==> config.mk <==
export PLATFORM = sky130hd
export DESIGN_NAME = shunt_adc_cal_and_overcurrent
export DESIGN_NICKNAME = d
export VERILOG_FILES = /design/src/verilog/shunt_cal_pkg.sv /design/src/verilog/sinc3_fast_filter.sv /design/src/verilog/shunt_adc_cal_and_overcurrent.sv
export VERILOG_INCLUDE_DIRS = /design/src /design/src/verilog
export SDC_FILE = /design/constraint.sdc
export NUM_CORES = 2
export LEC_CHECK = 0
export ABC_AREA = 1
export BUFFER_PORTS_ARGS = -buffer_cell sky130_fd_sc_hd__clkbuf_2
export CORE_AREA = 2 2 176 308
export DETAILED_ROUTE_END_ITERATION = 12
export DIE_AREA = 0 0 178 310
export GPL_TIMING_DRIVEN = 0
export PLACE_DENSITY_LB_ADDON = 0.25
export SYNTH_ARGS = -nofsm -noshare
export SYNTH_HDL_FRONTEND = slang
export SYNTH_SLANG_ARGS = --single-unit
export TNS_END_PERCENT = 1
==> constraint.sdc <==
create_clock -name CLK -period 19.6 [get_ports CLK]
set_clock_uncertainty 0.15 [all_clocks]
set_input_delay 5.88 -clock CLK [delete_from_list [all_inputs] [get_ports CLK]]
set_output_delay 5.88 -clock CLK [all_outputs]
set_load 0.02 [all_outputs]
==> src/verilog/shunt_cal_consts.svh <==
// constants for the shunt channel calibration and overcurrent block
// assumes: included by the package and by every design file that needs a figure
`ifndef SHUNT_CAL_CONSTS_SVH
`define SHUNT_CAL_CONSTS_SVH
// register indices, byte address is four times the index
`define IDX_OCAL_UPPER 8'hc4
`define IDX_OCAL_LOWER 8'hc5
`define IDX_GAIN_CAL 8'hc6
`define IDX_OC_CONFIG 8'hc7
`define IDX_HIGH_TH 8'hc8
`define IDX_LOW_TH 8'hc9
`define IDX_OC_STATUS 8'hd0
// reset values
`define RST_OCAL 24'h00_0000
`define RST_GAIN 16'h0000
`define RST_HIGH_TH 16'h7fff
`define RST_LOW_TH 16'h8000
// config field positions
`define CFG_EN_BIT 15
`define CFG_POL_BIT 14
`define CFG_RSV_BIT 13
`define CFG_NUM_HI 12
`define CFG_NUM_LO 8
// calibration arithmetic
`define GAIN_UNITY 18'h1_0000
`define CAL_MAX 24'h7f_ffff
`define CAL_MIN 24'h80_0000
// fast filter: log2 of the fixed ratio, outputs dropped after start
`define FAST_OSR_LOG2 6
`define FAST_SETTLE 2'h2
`define FAST_MAX 16'h7fff
// deglitch code breakpoints and step bases
`define DGL_CODE_LIN 5'h09
`define DGL_CODE_STEP2 5'h12
`define DGL_CODE_STEP8 5'h13
`define DGL_OFS_STEP2 8'h08
`define DGL_BASE_STEP8 8'h20
// bus responses
`define RESP_OKAY 2'h0
`define RESP_SLVERR 2'h2
`endif

==> src/verilog/shunt_cal_pkg.sv <==
// types shared by the calibration block and its fast filter
// assumes: the constants header sits beside this file
`include "shunt_cal_consts.svh"
package shunt_cal_pkg;
    // write channel state, gray along idle -> respond
    typedef enum logic [1:0] {WR_IDLE = 2'b00, WR_RESP = 2'b01} wr_state_t;
    typedef logic signed [15:0] fast_word_t;
    typedef logic [7:0] dgl_count_t;
endpackage

==> src/verilog/sinc3_fast_filter.sv <==
// third-order sinc decimator for the overcurrent fast path
// assumes: modulator bit arrives on the same clock, one bit per edge
`timescale 1ns/1ns
`include "shunt_cal_consts.svh"
module sinc3_fast_filter
    import shunt_cal_pkg::*;
#(
    parameter int OSR_LOG2 = `FAST_OSR_LOG2
)
(
    input wire logic clk,
    input wire logic rst,
    input wire logic run,
    input wire logic mod_bit,
    output fast_word_t fast_data,
    output logic fast_valid
);
    localparam int ACC_W = 3 * OSR_LOG2 + 1;
    localparam int SHIFT = 3 * OSR_LOG2 - 16;
    localparam logic [ACC_W-1:0] HALF = ACC_W'(1) << (3 * OSR_LOG2 - 1);

    logic [ACC_W-1:0] int1_ff, int2_ff, int3_ff; // integrator chain
    logic [ACC_W-1:0] dly1_ff, dly2_ff, dly3_ff; // comb delay taps
    logic [OSR_LOG2-1:0] phase_ff; // decimation phase
    logic [1:0] settle_ff; // outputs dropped so far, data good once it reaches FAST_SETTLE
    logic [ACC_W-1:0] cmb1, cmb2, cmb3;
    logic signed [ACC_W-1:0] centered, shifted;
    logic decim;

    // modular wraparound in the integrators is harmless for a sinc
    assign cmb1 = int3_ff - dly1_ff;
    assign cmb2 = cmb1 - dly2_ff;
    assign cmb3 = cmb2 - dly3_ff;
    assign centered = $signed(cmb3 - HALF);
    assign shifted = centered >>> SHIFT;
    assign decim = &phase_ff;

    // integrators run every edge while enabled
    always_ff @(posedge clk)
    begin
        if (rst || !run)
        begin
            int1_ff <= '0;
            int2_ff <= '0;
            int3_ff <= '0;
            phase_ff <= '0;
        end
        else
        begin
            int1_ff <= int1_ff + ACC_W'(mod_bit);
            int2_ff <= int2_ff + int1_ff;
            int3_ff <= int3_ff + int2_ff;
            phase_ff <= phase_ff + 1'b1;
        end
    end

    // combs and output word once per decimation period
    always_ff @(posedge clk)
    begin
        if (rst || !run)
        begin
            dly1_ff <= '0;
            dly2_ff <= '0;
            dly3_ff <= '0;
            settle_ff <= '0;
            fast_data <= '0;
            fast_valid <= 1'b0;
        end
        else
        begin
            fast_valid <= 1'b0;
            if (decim)
            begin
                dly1_ff <= int3_ff;
                dly2_ff <= cmb1;
                dly3_ff <= cmb2;
                // first words carry start-up transient, keep them back
                if (settle_ff != `FAST_SETTLE)
                    settle_ff <= settle_ff + 1'b1;
                else
                begin
                    fast_valid <= 1'b1;
                    // all-ones stream lands one past positive full scale
                    if (shifted > $signed(ACC_W'(`FAST_MAX)))
                        fast_data <= `FAST_MAX;
                    else
                        fast_data <= shifted[15:0];
                end
            end
        end
    end
endmodule

==> src/verilog/shunt_adc_cal_and_overcurrent.sv <==
// second shunt channel: offset/gain calibration and fast overcurrent comparator
// assumes: modulator bit, raw result and pin settings come from CLK logic
`timescale 1ns/1ns
`include "shunt_cal_consts.svh"
module shunt_adc_cal_and_overcurrent
    import shunt_cal_pkg::*;
#(
    parameter int ADDR_W = 12
)
(
    input wire logic CLK,
    input wire logic SYS_RST,
    input wire logic [ADDR_W-1:0] AWADDR,
    input wire logic AWVALID,
    output logic AWREADY,
    input wire logic [31:0] WDATA,
    input wire logic [3:0] WSTRB,
    input wire logic WVALID,
    output logic WREADY,
    output logic [1:0] BRESP,
    output logic BVALID,
    input wire logic BREADY,
    input wire logic [ADDR_W-1:0] ARADDR,
    input wire logic ARVALID,
    output logic ARREADY,
    output logic [31:0] RDATA,
    output logic [1:0] RRESP,
    output logic RVALID,
    input wire logic RREADY,
    input wire logic MOD_BIT,
    input wire logic CONV_ENABLE,
    input wire logic [23:0] RAW_DATA,
    input wire logic RAW_VALID,
    output logic [23:0] CAL_DATA,
    output logic CAL_VALID,
    input wire logic SHARED_PIN_SOURCE_SEL,
    input wire logic SHARED_PIN_FORMAT_SEL,
    output logic FAULT_PIN_O,
    output logic FAULT_PIN_OE
);
    // software-visible state
    logic [15:0] offset_cal_upper_ff; // offset bits 23..8
    logic [7:0] offset_cal_lower_ff; // offset bits 7..0
    logic [15:0] gain_cal_value_ff;
    logic overcurrent_enable_ff;
    logic fault_pin_polarity_ff;
    logic cfg_spare_ff; // writable spare bit, no effect
    logic [4:0] deglitch_count_sel_ff;
    logic [15:0] high_threshold_ff;
    logic [15:0] low_threshold_ff;

    // bus slave state
    wr_state_t wr_state_ff, nxt_wr_state;
    logic aw_got_ff, nxt_aw_got;
    logic w_got_ff, nxt_w_got;
    logic [ADDR_W-1:0] aw_addr_ff;
    logic [31:0] wdata_ff;
    logic [3:0] wstrb_ff;
    logic nxt_rvalid;
    logic do_write;
    logic [8:0] wr_dec, rd_dec; // {hit range, index}

    // fast path
    logic fast_run;
    fast_word_t fast_data;
    logic fast_valid;
    logic [1:0] beyond; // [0] high side, [1] low side
    dgl_count_t cnt_ff [2];
    logic [1:0] trip_ff; // [0] high_trip_flag, [1] low_trip_flag
    dgl_count_t target;
    logic fault;

    // calibration path
    logic [23:0] offset_cal_value;
    logic signed [24:0] offs_corr;
    logic signed [17:0] gain_mult;
    logic signed [42:0] product;
    logic signed [26:0] scaled;

    // byte address to register index; range bit clear means unmapped upper bits
    function automatic logic [8:0] idx_of(input logic [ADDR_W-1:0] a);
        idx_of = {~|a[ADDR_W-1:10], a[9:2]};
    endfunction

    // merge one 16-bit register with the low two byte lanes
    function automatic logic [15:0] merge16(input logic [15:0] old,
                                            input logic [31:0] d,
                                            input logic [3:0] s);
        merge16 = {s[1] ? d[15:8] : old[15:8], s[0] ? d[7:0] : old[7:0]};
    endfunction

    // deglitch code to consecutive-result count
    function automatic dgl_count_t deglitch_target(input logic [4:0] c);
        if (c <= `DGL_CODE_LIN)
            deglitch_target = 8'(c) + 8'h01; // linear 1..10
        else if (c <= `DGL_CODE_STEP2)
            deglitch_target = 8'({3'h0, c} << 1) - `DGL_OFS_STEP2; // steps of 2
        else
            deglitch_target = `DGL_BASE_STEP8 + 8'(8'(c - `DGL_CODE_STEP8) << 3);
    endfunction

    // saturate the scaled product to the output word
    function automatic logic [23:0] sat24(input logic signed [26:0] v);
        if (v > $signed({3'b000, `CAL_MAX}))
            sat24 = `CAL_MAX;
        else if (v < $signed({3'b111, `CAL_MIN}))
            sat24 = `CAL_MIN;
        else
            sat24 = v[23:0];
    endfunction

    // write channel next state; address and data may arrive in either order
    always_comb
    begin
        do_write = (wr_state_ff == WR_IDLE) && aw_got_ff && w_got_ff;
        nxt_wr_state = wr_state_ff;
        nxt_aw_got = aw_got_ff;
        nxt_w_got = w_got_ff;
        case (wr_state_ff)
            WR_IDLE:
            begin
                if (do_write)
                begin
                    nxt_wr_state = WR_RESP;
                    nxt_aw_got = 1'b0;
                    nxt_w_got = 1'b0;
                end
                else
                begin
                    if (AWVALID && AWREADY)
                        nxt_aw_got = 1'b1;
                    if (WVALID && WREADY)
                        nxt_w_got = 1'b1;
                end
            end
            WR_RESP:
            begin
                if (BREADY)
                    nxt_wr_state = WR_IDLE;
            end
            default:
            begin
                nxt_wr_state = WR_IDLE;
            end
        endcase
    end

    assign wr_dec = idx_of(aw_addr_ff);
    assign rd_dec = idx_of(ARADDR);
    assign nxt_rvalid = RVALID ? !RREADY : (ARVALID && ARREADY);

    // write channel handshake registers
    always_ff @(posedge CLK)
    begin
        if (SYS_RST)
        begin
            wr_state_ff <= WR_IDLE;
            aw_got_ff <= 1'b0;
            w_got_ff <= 1'b0;
            AWREADY <= 1'b0;
            WREADY <= 1'b0;
            BVALID <= 1'b0;
            BRESP <= `RESP_OKAY;
            aw_addr_ff <= '0;
            wdata_ff <= '0;
            wstrb_ff <= '0;
        end
        else
        begin
            wr_state_ff <= nxt_wr_state;
            aw_got_ff <= nxt_aw_got;
            w_got_ff <= nxt_w_got;
            // ready only while the slot is free, so nothing is overrun
            AWREADY <= (nxt_wr_state == WR_IDLE) && !nxt_aw_got;
            WREADY <= (nxt_wr_state == WR_IDLE) && !nxt_w_got;
            BVALID <= (nxt_wr_state == WR_RESP);
            if (AWVALID && AWREADY)
                aw_addr_ff <= AWADDR;
            if (WVALID && WREADY)
            begin
                wdata_ff <= WDATA;
                wstrb_ff <= WSTRB;
            end
            if (do_write)
            begin
                case (wr_dec[7:0])
                    `IDX_OCAL_UPPER, `IDX_OCAL_LOWER, `IDX_GAIN_CAL,
                    `IDX_OC_CONFIG, `IDX_HIGH_TH, `IDX_LOW_TH, `IDX_OC_STATUS:
                        BRESP <= wr_dec[8] ? `RESP_OKAY : `RESP_SLVERR;
                    default:
                        BRESP <= `RESP_SLVERR;
                endcase
            end
        end
    end

    // register writes; status is read-only and silently keeps its value
    always_ff @(posedge CLK)
    begin
        if (SYS_RST)
        begin
            offset_cal_upper_ff <= 16'(`RST_OCAL >> 8);
            offset_cal_lower_ff <= 8'(`RST_OCAL);
            gain_cal_value_ff <= `RST_GAIN;
            overcurrent_enable_ff <= 1'b0;
            fault_pin_polarity_ff <= 1'b0;
            cfg_spare_ff <= 1'b0;
            deglitch_count_sel_ff <= '0;
            high_threshold_ff <= `RST_HIGH_TH;
            low_threshold_ff <= `RST_LOW_TH;
        end
        else if (do_write && wr_dec[8])
        begin
            case (wr_dec[7:0])
                `IDX_OCAL_UPPER:
                    offset_cal_upper_ff <= merge16(offset_cal_upper_ff, wdata_ff,
                                                   wstrb_ff);
                `IDX_OCAL_LOWER:
                begin
                    // only the upper byte holds offset bits; low byte reserved
                    if (wstrb_ff[1])
                        offset_cal_lower_ff <= wdata_ff[15:8];
                end
                `IDX_GAIN_CAL:
                    gain_cal_value_ff <= merge16(gain_cal_value_ff, wdata_ff, wstrb_ff);
                `IDX_OC_CONFIG:
                begin
                    // bits 7..0 are read-only zero, so only lane 1 matters
                    if (wstrb_ff[1])
                    begin
                        overcurrent_enable_ff <= wdata_ff[`CFG_EN_BIT];
                        fault_pin_polarity_ff <= wdata_ff[`CFG_POL_BIT];
                        cfg_spare_ff <= wdata_ff[`CFG_RSV_BIT];
                        deglitch_count_sel_ff <= wdata_ff[`CFG_NUM_HI:`CFG_NUM_LO];
                    end
                end
                `IDX_HIGH_TH:
                    high_threshold_ff <= merge16(high_threshold_ff, wdata_ff, wstrb_ff);
                `IDX_LOW_TH:
                    low_threshold_ff <= merge16(low_threshold_ff, wdata_ff, wstrb_ff);
                default:
                begin
                    // status and unmapped: nothing stored
                end
            endcase
        end
    end

    // read channel: data latched at the address handshake
    always_ff @(posedge CLK)
    begin
        if (SYS_RST)
        begin
            ARREADY <= 1'b0;
            RVALID <= 1'b0;
            RDATA <= '0;
            RRESP <= `RESP_OKAY;
        end
        else
        begin
            ARREADY <= !nxt_rvalid;
            RVALID <= nxt_rvalid;
            if (ARVALID && ARREADY)
            begin
                RRESP <= rd_dec[8] ? `RESP_OKAY : `RESP_SLVERR;
                RDATA <= '0;
                if (rd_dec[8])
                begin
                    case (rd_dec[7:0])
                        `IDX_OCAL_UPPER:
                            RDATA[15:0] <= offset_cal_upper_ff;
                        `IDX_OCAL_LOWER:
                            RDATA[15:8] <= offset_cal_lower_ff;
                        `IDX_GAIN_CAL:
                            RDATA[15:0] <= gain_cal_value_ff;
                        `IDX_OC_CONFIG:
                            RDATA[15:8] <= {overcurrent_enable_ff, fault_pin_polarity_ff,
                                            cfg_spare_ff, deglitch_count_sel_ff};
                        `IDX_HIGH_TH:
                            RDATA[15:0] <= high_threshold_ff;
                        `IDX_LOW_TH:
                            RDATA[15:0] <= low_threshold_ff;
                        `IDX_OC_STATUS:
                            RDATA <= {fast_data, 14'h0000, trip_ff};
                        default:
                            RRESP <= `RESP_SLVERR;
                    endcase
                end
            end
        end
    end

    // calibration: offset first so gain scales the corrected value
    assign offset_cal_value = {offset_cal_upper_ff, offset_cal_lower_ff};
    assign offs_corr = $signed({RAW_DATA[23], RAW_DATA})
                     - $signed({offset_cal_value[23], offset_cal_value});
    assign gain_mult = `GAIN_UNITY + {{2{gain_cal_value_ff[15]}}, gain_cal_value_ff};
    assign product = offs_corr * gain_mult;
    assign scaled = product[42:16]; // drop the 2^16 fraction of the gain

    // corrected result, one cycle after the raw word
    always_ff @(posedge CLK)
    begin
        if (SYS_RST)
        begin
            CAL_DATA <= '0;
            CAL_VALID <= 1'b0;
        end
        else
        begin
            CAL_VALID <= RAW_VALID;
            if (RAW_VALID)
                CAL_DATA <= sat24(scaled);
        end
    end

    // CONV_ENABLE and the enable bit are the start/stop terms: the fast path is free-running while both are set
    assign fast_run = overcurrent_enable_ff && CONV_ENABLE;

    sinc3_fast_filter #(
        .OSR_LOG2(`FAST_OSR_LOG2)
    ) u_fast (
        .clk(CLK),
        .rst(SYS_RST),
        .run(fast_run),
        .mod_bit(MOD_BIT),
        .fast_data(fast_data),
        .fast_valid(fast_valid)
    );

    // full-scale thresholds switch the side off outright
    assign beyond[0] = (fast_data > $signed(high_threshold_ff))
                     && (high_threshold_ff != `RST_HIGH_TH);
    assign beyond[1] = (fast_data < $signed(low_threshold_ff))
                     && (low_threshold_ff != `RST_LOW_TH);
    assign target = deglitch_target(deglitch_count_sel_ff);

    // deglitch counters, one per side; no hysteresis, any good word restarts
    always_ff @(posedge CLK)
    begin
        if (SYS_RST || !fast_run)
        begin
            cnt_ff[0] <= '0;
            cnt_ff[1] <= '0;
            trip_ff <= '0;
        end
        else if (fast_valid)
        begin
            for (int i = 0; i < 2; i++)
            begin
                if (beyond[i])
                begin
                    // hold at target so a long fault cannot wrap the count
                    if (cnt_ff[i] < target)
                    begin
                        cnt_ff[i] <= 8'(cnt_ff[i] + 8'h01);
                        trip_ff[i] <= (8'(cnt_ff[i] + 8'h01) >= target);
                    end
                    else
                        trip_ff[i] <= 1'b1;
                end
                else
                begin
                    cnt_ff[i] <= '0;
                    trip_ff[i] <= 1'b0;
                end
            end
        end
    end

    assign fault = |trip_ff;

    // fault pin: owned by the shared pin only when its source picks us
    always_ff @(posedge CLK)
    begin
        if (SYS_RST)
        begin
            FAULT_PIN_O <= 1'b0;
            FAULT_PIN_OE <= 1'b0;
        end
        else if (!SHARED_PIN_SOURCE_SEL)
        begin
            FAULT_PIN_O <= 1'b0;
            FAULT_PIN_OE <= 1'b0;
        end
        else if (!SHARED_PIN_FORMAT_SEL)
        begin
            // push-pull drives both levels
            FAULT_PIN_O <= fault_pin_polarity_ff ? fault : !fault;
            FAULT_PIN_OE <= 1'b1;
        end
        else
        begin
            // open drain can only pull low, release means high
            FAULT_PIN_O <= 1'b0;
            FAULT_PIN_OE <= fault_pin_polarity_ff ? !fault : fault;
        end
    end
endmodule

# --- Word level (Yosys, flattened, before mapping) ---
# Memories as Yosys holds them, arrays and structs flattened.
# Cells that the tools add are included.
word_totals:
  reg_bits: 323
  mem_bits_rw: 16
  out_inout_bits: 68
  elab_cells: 196
  memories: 1
op_classes:
  n_addsub: 17
  n_mul: 1
  magnitude_cmp: 11
  eq_ne: 19
  mux: 56
  bitwise: 7
  n_reduce_logical: 42
mem_list:
  columns: ["name", "depth", "width", "read_ports", "rd_clocked_by_memory_dff", "write_ports", "line", "source"]
  rows:
  - ["cnt_ff", 2, 8, 2, 0, 2, "shunt_adc_cal_and_overcurrent.sv:68", "dgl_count_t cnt_ff [2];"]
op_table:
  columns: ["operator", "n"]
  rows:
  - ["== test 8 bit (second input constant)", 14]
  - ["subtractor 19 bit", 3]
  - ["two-way mux 24 bit", 2]
  - ["two-way mux 8 bit", 6]
  - ["case mux 8 bit (6 select lines)", 1]
  - ["multiplier 25 x 18 -> 43 bit", 1]
  - ["case mux 8 bit (5 select lines)", 1]
  - ["adder 19 bit", 2]
  - ["two-way mux 1 bit", 35]
  - ["two-way mux 16 bit", 2]
  - ["two-way mux 32 bit", 1]
  - ["AND reduction 3 bit", 10]
  - ["greater-than comparator 27 x 24 -> 1 bit (second input constant)", 1]
  - ["less-than comparator 27 x 24 -> 1 bit (second input constant)", 1]
  - ["subtractor 24 x 24 -> 25 bit", 1]
  - ["adder 19 x 1 -> 19 bit", 1]
  - ["subtractor 19 x 18 -> 19 bit (second input constant)", 1]
  - ["adder 17 x 18 -> 18 bit (first input constant)", 1]
  - ["greater-than comparator 17 x 16 -> 1 bit (second input constant)", 1]
  - ["adder 8 x 1 -> 8 bit (second input constant)", 2]
  - [">= comparator 8 bit", 2]
  - ["greater-than comparator 16 bit", 1]
  - ["less-than comparator 16 bit", 1]
  - ["less-than comparator 8 bit", 2]
  - ["other kinds (25)", 60]

# --- Logic depth before layout (Yosys ltp) ---
logic_depth:
  depth_word: 12
  depth_mapped: 43

# --- Modules after synthesis ---
# A second synthesis with hierarchy kept.
hier_totals:
  hier_cells: 4790
  area_unflattened_um2: 35999.5
by_module_without_submodules:
  columns: ["mod", "instances", "cells_each", "area_per_inst_um2"]
  rows:
  - ["shunt_adc_cal_and_overcurrent", 1, 3508, 26571.7]
  - ["sinc3_fast_filter", 1, 1282, 9427.8]

# --- Worst setup path after synthesis ---
# No wires, ideal clock.
synth_timing:
  kind: "input -> register"
  from: "in RAW_DATA[0]"
  to: "reg CAL_DATA[10]"
  arrival_time_ps: 12906
  setup_slack_ps: 6422
  stages: 35
  n_path_buf: 2
  path_cell_list: "inv_1 > ha_1 > fa_1 > nand3b_1 > nand3_1 > nand3_1 > nand3_1 > nand3_1 > nand3_1 > or2_2 > nand2_1 > buf_2 > nor2_1 > fa_1 > inv_1 > fa_1 > inv_1 > fa_1 > fa_1 > fa_1 > inv_1 > fa_1 > inv_1 > ha_1 > a21oi_1 > o21ai_0 > a21oi_1 > nand2_1 > a21oi_1 > nand3_1 > nand2_1 > nand2_1 > a21oi_4 > buf_6 > a21oi_2"
synth_via:
  elab_chain_len: 5
  word_cells_on_any_way: 6
synth_rtl:
  columns: ["element", "line", "source"]
  rows:
  - ["start, declared", "shunt_adc_cal_and_overcurrent.sv:32", "input wire logic [23:0] RAW_DATA,"]
  - ["subtractor 24 x 24 -> 25 bit (*)", "shunt_adc_cal_and_overcurrent.sv:296", "- $signed({offset_cal_value[23], offset_cal_value});"]
  - ["multiplier 25 x 18 -> 43 bit (*)", "shunt_adc_cal_and_overcurrent.sv:298", "assign product = offs_corr * gain_mult;"]
  - ["less-than comparator 27 x 24 -> 1 bit", "shunt_adc_cal_and_overcurrent.sv:106", "else if (v < $signed({3'b111, `CAL_MIN}))"]
  - ["two-way mux 24 bit", "shunt_adc_cal_and_overcurrent.sv:106", null]
  - ["two-way mux 24 bit (*)", "shunt_adc_cal_and_overcurrent.sv:104", "if (v > $signed({3'b000, `CAL_MAX}))"]
  - ["end signal, assigned", "shunt_adc_cal_and_overcurrent.sv:313", "CAL_DATA <= sat24(scaled);"]
  - ["end, declared", "shunt_adc_cal_and_overcurrent.sv:34", "output logic [23:0] CAL_DATA,"]
# Every way passes the cells marked *; elsewhere a longest branch is shown, timed or not.
# A chain may end at the register's enable or synchronous reset.

# --- Final worst setup path ---
layout_timing:
  from: "in RAW_DATA[0]"
  to: "reg CAL_DATA[16]"
# Same word-level chain as after synthesis.

==> results.md <==
* Hold crit path type: reg -> reg
* H-tree depth at 2
* Worst vdd ir at 0.0000697 V
* Distinct cells, synth at 61
* Routed wire length at 114000 µm
* Max stage delay cell, worst path: fa_1
* LEAKAGE at 19.4 nW
* Clock transition at path regs at 0.06 ns
* Initial antenna violation count at 7
* Synth warn at 0
* Compound-cell area share of the yosys netlist at 14.2%
* Critical Path RT at 19.89 ns
* Remaining routing DRC violations at 0
* WL per Instance at 19.9 µm
* Most common cell in the netlist: inv_1
* Final worst-path setup slack at 5.27 ns
* Seq/Total Area, Yosys at 18.8%
* Total grt overflow at 0
* Largest family of logic cells by synthesized area: adder cells
* PnR Total Power at 1.68 mW
* All-Layer GR Usage at 42.0%
* Fin. Hold Viols at 0
* Post-DP HPWL at 91800 µm
* Max_slew headroom at 19.0%
* Adder-Cell Fraction of Synth Area at 33.6%
* Pin count of the biggest net entering global routing at 15
* Area share of the largest cell type after synthesis at 22.1%
* CP Class: in -> reg
* Slew Limit Fails at 0
* Crit-path max FO at 10
* Initial drt markers at 2599
* Placer Congestion at 1.04
* Switching power at 497 µW
* Maximum operating frequency at 0.0698 GHz
* I/O Buffers at 139
* Layout area overhead at 7.74%
* Die H at 310 µm
* Combinational share of power at 14.5%
* Core box area at 52800 µm²
* Fin Setup TNS at 0 ns
* Seq pwr share at 42.0%
* Initial DRT Pass Iterations at 8
* Cell family with the largest share of critical-path delay: adder cells
* Post-synth EDFFs at 8
* Mux cell area share after synthesis at 0%
* Worst setup SP type: input pin
* Ranking of synthesized cells by area: fa_1, dfxtp_1, ha_1, inv_1, nand2_1
* Vias at 33900
* CP Buf/Inv Count at 8
* Clock buffer depth at 3
* Max_cap viols at 0
* Post-Synth Simple-Gate Area at 19.0%
* Root buf cell: clkbuf_16
* Mean post-synth cell area at 7.50 µm²
* Fin nets at 5817
* Num rows at 112
* Layout cells sized above 1 at 7.57%
* Ys flop type: dfxtp_1
* Post-CTS sizing at 0
* Pre-CTS worst setup slack at 4.92 ns
* Ys async rst share at 0%
* Crit. End Element: flip-flop
* Final setup vio count at 0
* Synth cell count leaders: inv_1, nand2_1, nor2_1
* Clock power share at 43.6%
* Vias in the first global route at 34600
* Crit share post-route at 73.1%
* Worst reg2reg path depth at 27
* Full die area at 55200 µm²
* Status: finished clean
* Via/cell ratio at 5.94
* Internal cell power at 1.18 mW
* Switching share of power at 29.6%
* Mapped Area at 36100 µm²
* First-pass GRT wire length at 178000 µm
* Crit-path max cell delay at 0.56 ns
* XOR/XNOR Fraction of Synth Area at 2.37%
* Antenna-violating nets left at 0
* CTS sink cnt at 335
* Pwr Density at 43.1 nW/µm²
* Synth Register Bits at 335
* Least-Margin Pin Slew at 1.21 ns
* Width of the die at 178 µm
* Hold Path Depth at 2
* Setup Buffers After CTS at 0
* Top Ports at 164
* Cell depth of the worst setup path at 37
* Initial Util at 68.3%
* Cells after synthesis at 4813
* Worst EP arrival at 14.62 ns
* CTS tree: done
* Total CTS buffers at 35
* Worst skew pair latency at 0.58 ns
* Hold buffer count at CTS at 0
* CP most frequent cell: fa_1
* Unrepaired setup endpoints after global routing: no
* Area leader, netlist: fa_1
* Post-layout minimum cycle time at 14.33 ns
## path summary, 6_finish.rpt
| check | from | to | slack (ns) |
|---|---|---|---|
| max | RAW_DATA[0] | CAL_DATA[16] | 5.27 |
| max reg2reg | gain_cal_value_ff[3] | CAL_DATA[16] | 10.21 |
| min | u_fast.dly3_ff[0] | u_fast.dly3_ff[0] | 0.31 |
| min reg2reg | u_fast.dly3_ff[0] | u_fast.dly3_ff[0] | 0.31 |
## power groups by stage
stage	Sequential (mW)	Combinational (mW)	Clock (mW)
2_1_floorplan	0.722	0.147	0
3_3_place_gp	0.718	0.232	0
3_5_place_dp	0.718	0.233	0
4_1_cts	0.703	0.236	0.728
5_1_grt	0.704	0.262	0.751
6_report	0.703	0.243	0.730
## area by class of cell
cell class              count  area [µm²]
clock inverters            16         236
flip-flops and latches    335        6790
inverters                 968        3630
well taps                 684         856
repair buffers            139         696
clock buffers              46         987
fillers                  4239       14000
diodes                      3        7.51
plain buffers             161         701
multi-input cells        3352       25000
## placed cells by master, fill, tap and decap left out, types with 11 or more instances in the layout
cell type	instances
inv_1	951
nand2_1	764
nor2_1	466
fa_1	398
a21oi_1	386
ha_1	331
dfxtp_1	327
o21ai_0	309
nand3_1	160
clkbuf_2	139
clkbuf_1	131
xor2_1	75
a211oi_1	45
nand4_1	38
nor3_1	37
nand2_2	35
clkbuf_16	35
a21oi_2	32
o211ai_1	27
nor2_2	26
or2_2	26
o22ai_1	22
buf_2	18
xnor2_1	17
o31ai_1	17
o21a_1	14
a21o_1	11
o21bai_1	11
nand3b_1	11
o21ai_1	11
## registers in the layout, summed over array words and instances, names as in the netlist, 8 cells and up
name	count
RDATA	32
CAL_DATA	24
u_fast.dly1_ff	19
u_fast.dly2_ff	19
u_fast.dly3_ff	19
u_fast.int1_ff	19
u_fast.int2_ff	19
u_fast.int3_ff	19
cnt_ff	16
gain_cal_value_ff	16
high_threshold_ff	16
low_threshold_ff	16
offset_cal_upper_ff	16
u_fast.fast_data	16
wdata_ff	16
aw_addr_ff	10
offset_cal_lower_ff	8
## routing by layer
metal / GRT usage, % / wire (µm)
met2: 71.0 / 53900
met3: 12.1 / 10400
met1: 41.2 / 36600
met4: 38.1 / 12800
met5: 0 / 48
## cell families after synthesis
kind of cell             after synthesis
AND/OR/NAND/NOR                     1608
AO/OA/AOI/OAI                        915
adder cells (fa/ha/maj)              729
flip-flops                           335
XOR/XNOR                              95
other                                  2
buffers and inverters               1129
## worst register-to-register path, delay by kind of cell (launching register included)
| kind | cells | cell delay (ns) |
|---|---|---|
| fa+ha+maj | 7 | 3.60 |
| buf+inv | 8 | 2.68 |
| simple gates | 10 | 1.98 |
| flops | 1 | 0.50 |
| compound gates | 2 | 0.32 |
## stage by stage
step	utilization (%)	hold slack (ns)	area (µm²)	instances
floorplan	-	0.268	36100	4816
global route	73.6	0.332	38900	5701
finish	73.6	0.307	38900	5704
global placement	71.2	0.281	37600	5639
CTS	73.6	0.306	38900	5701
detailed placement	71.2	0.298	37600	5639
Power figures use the tool's default switching activity.
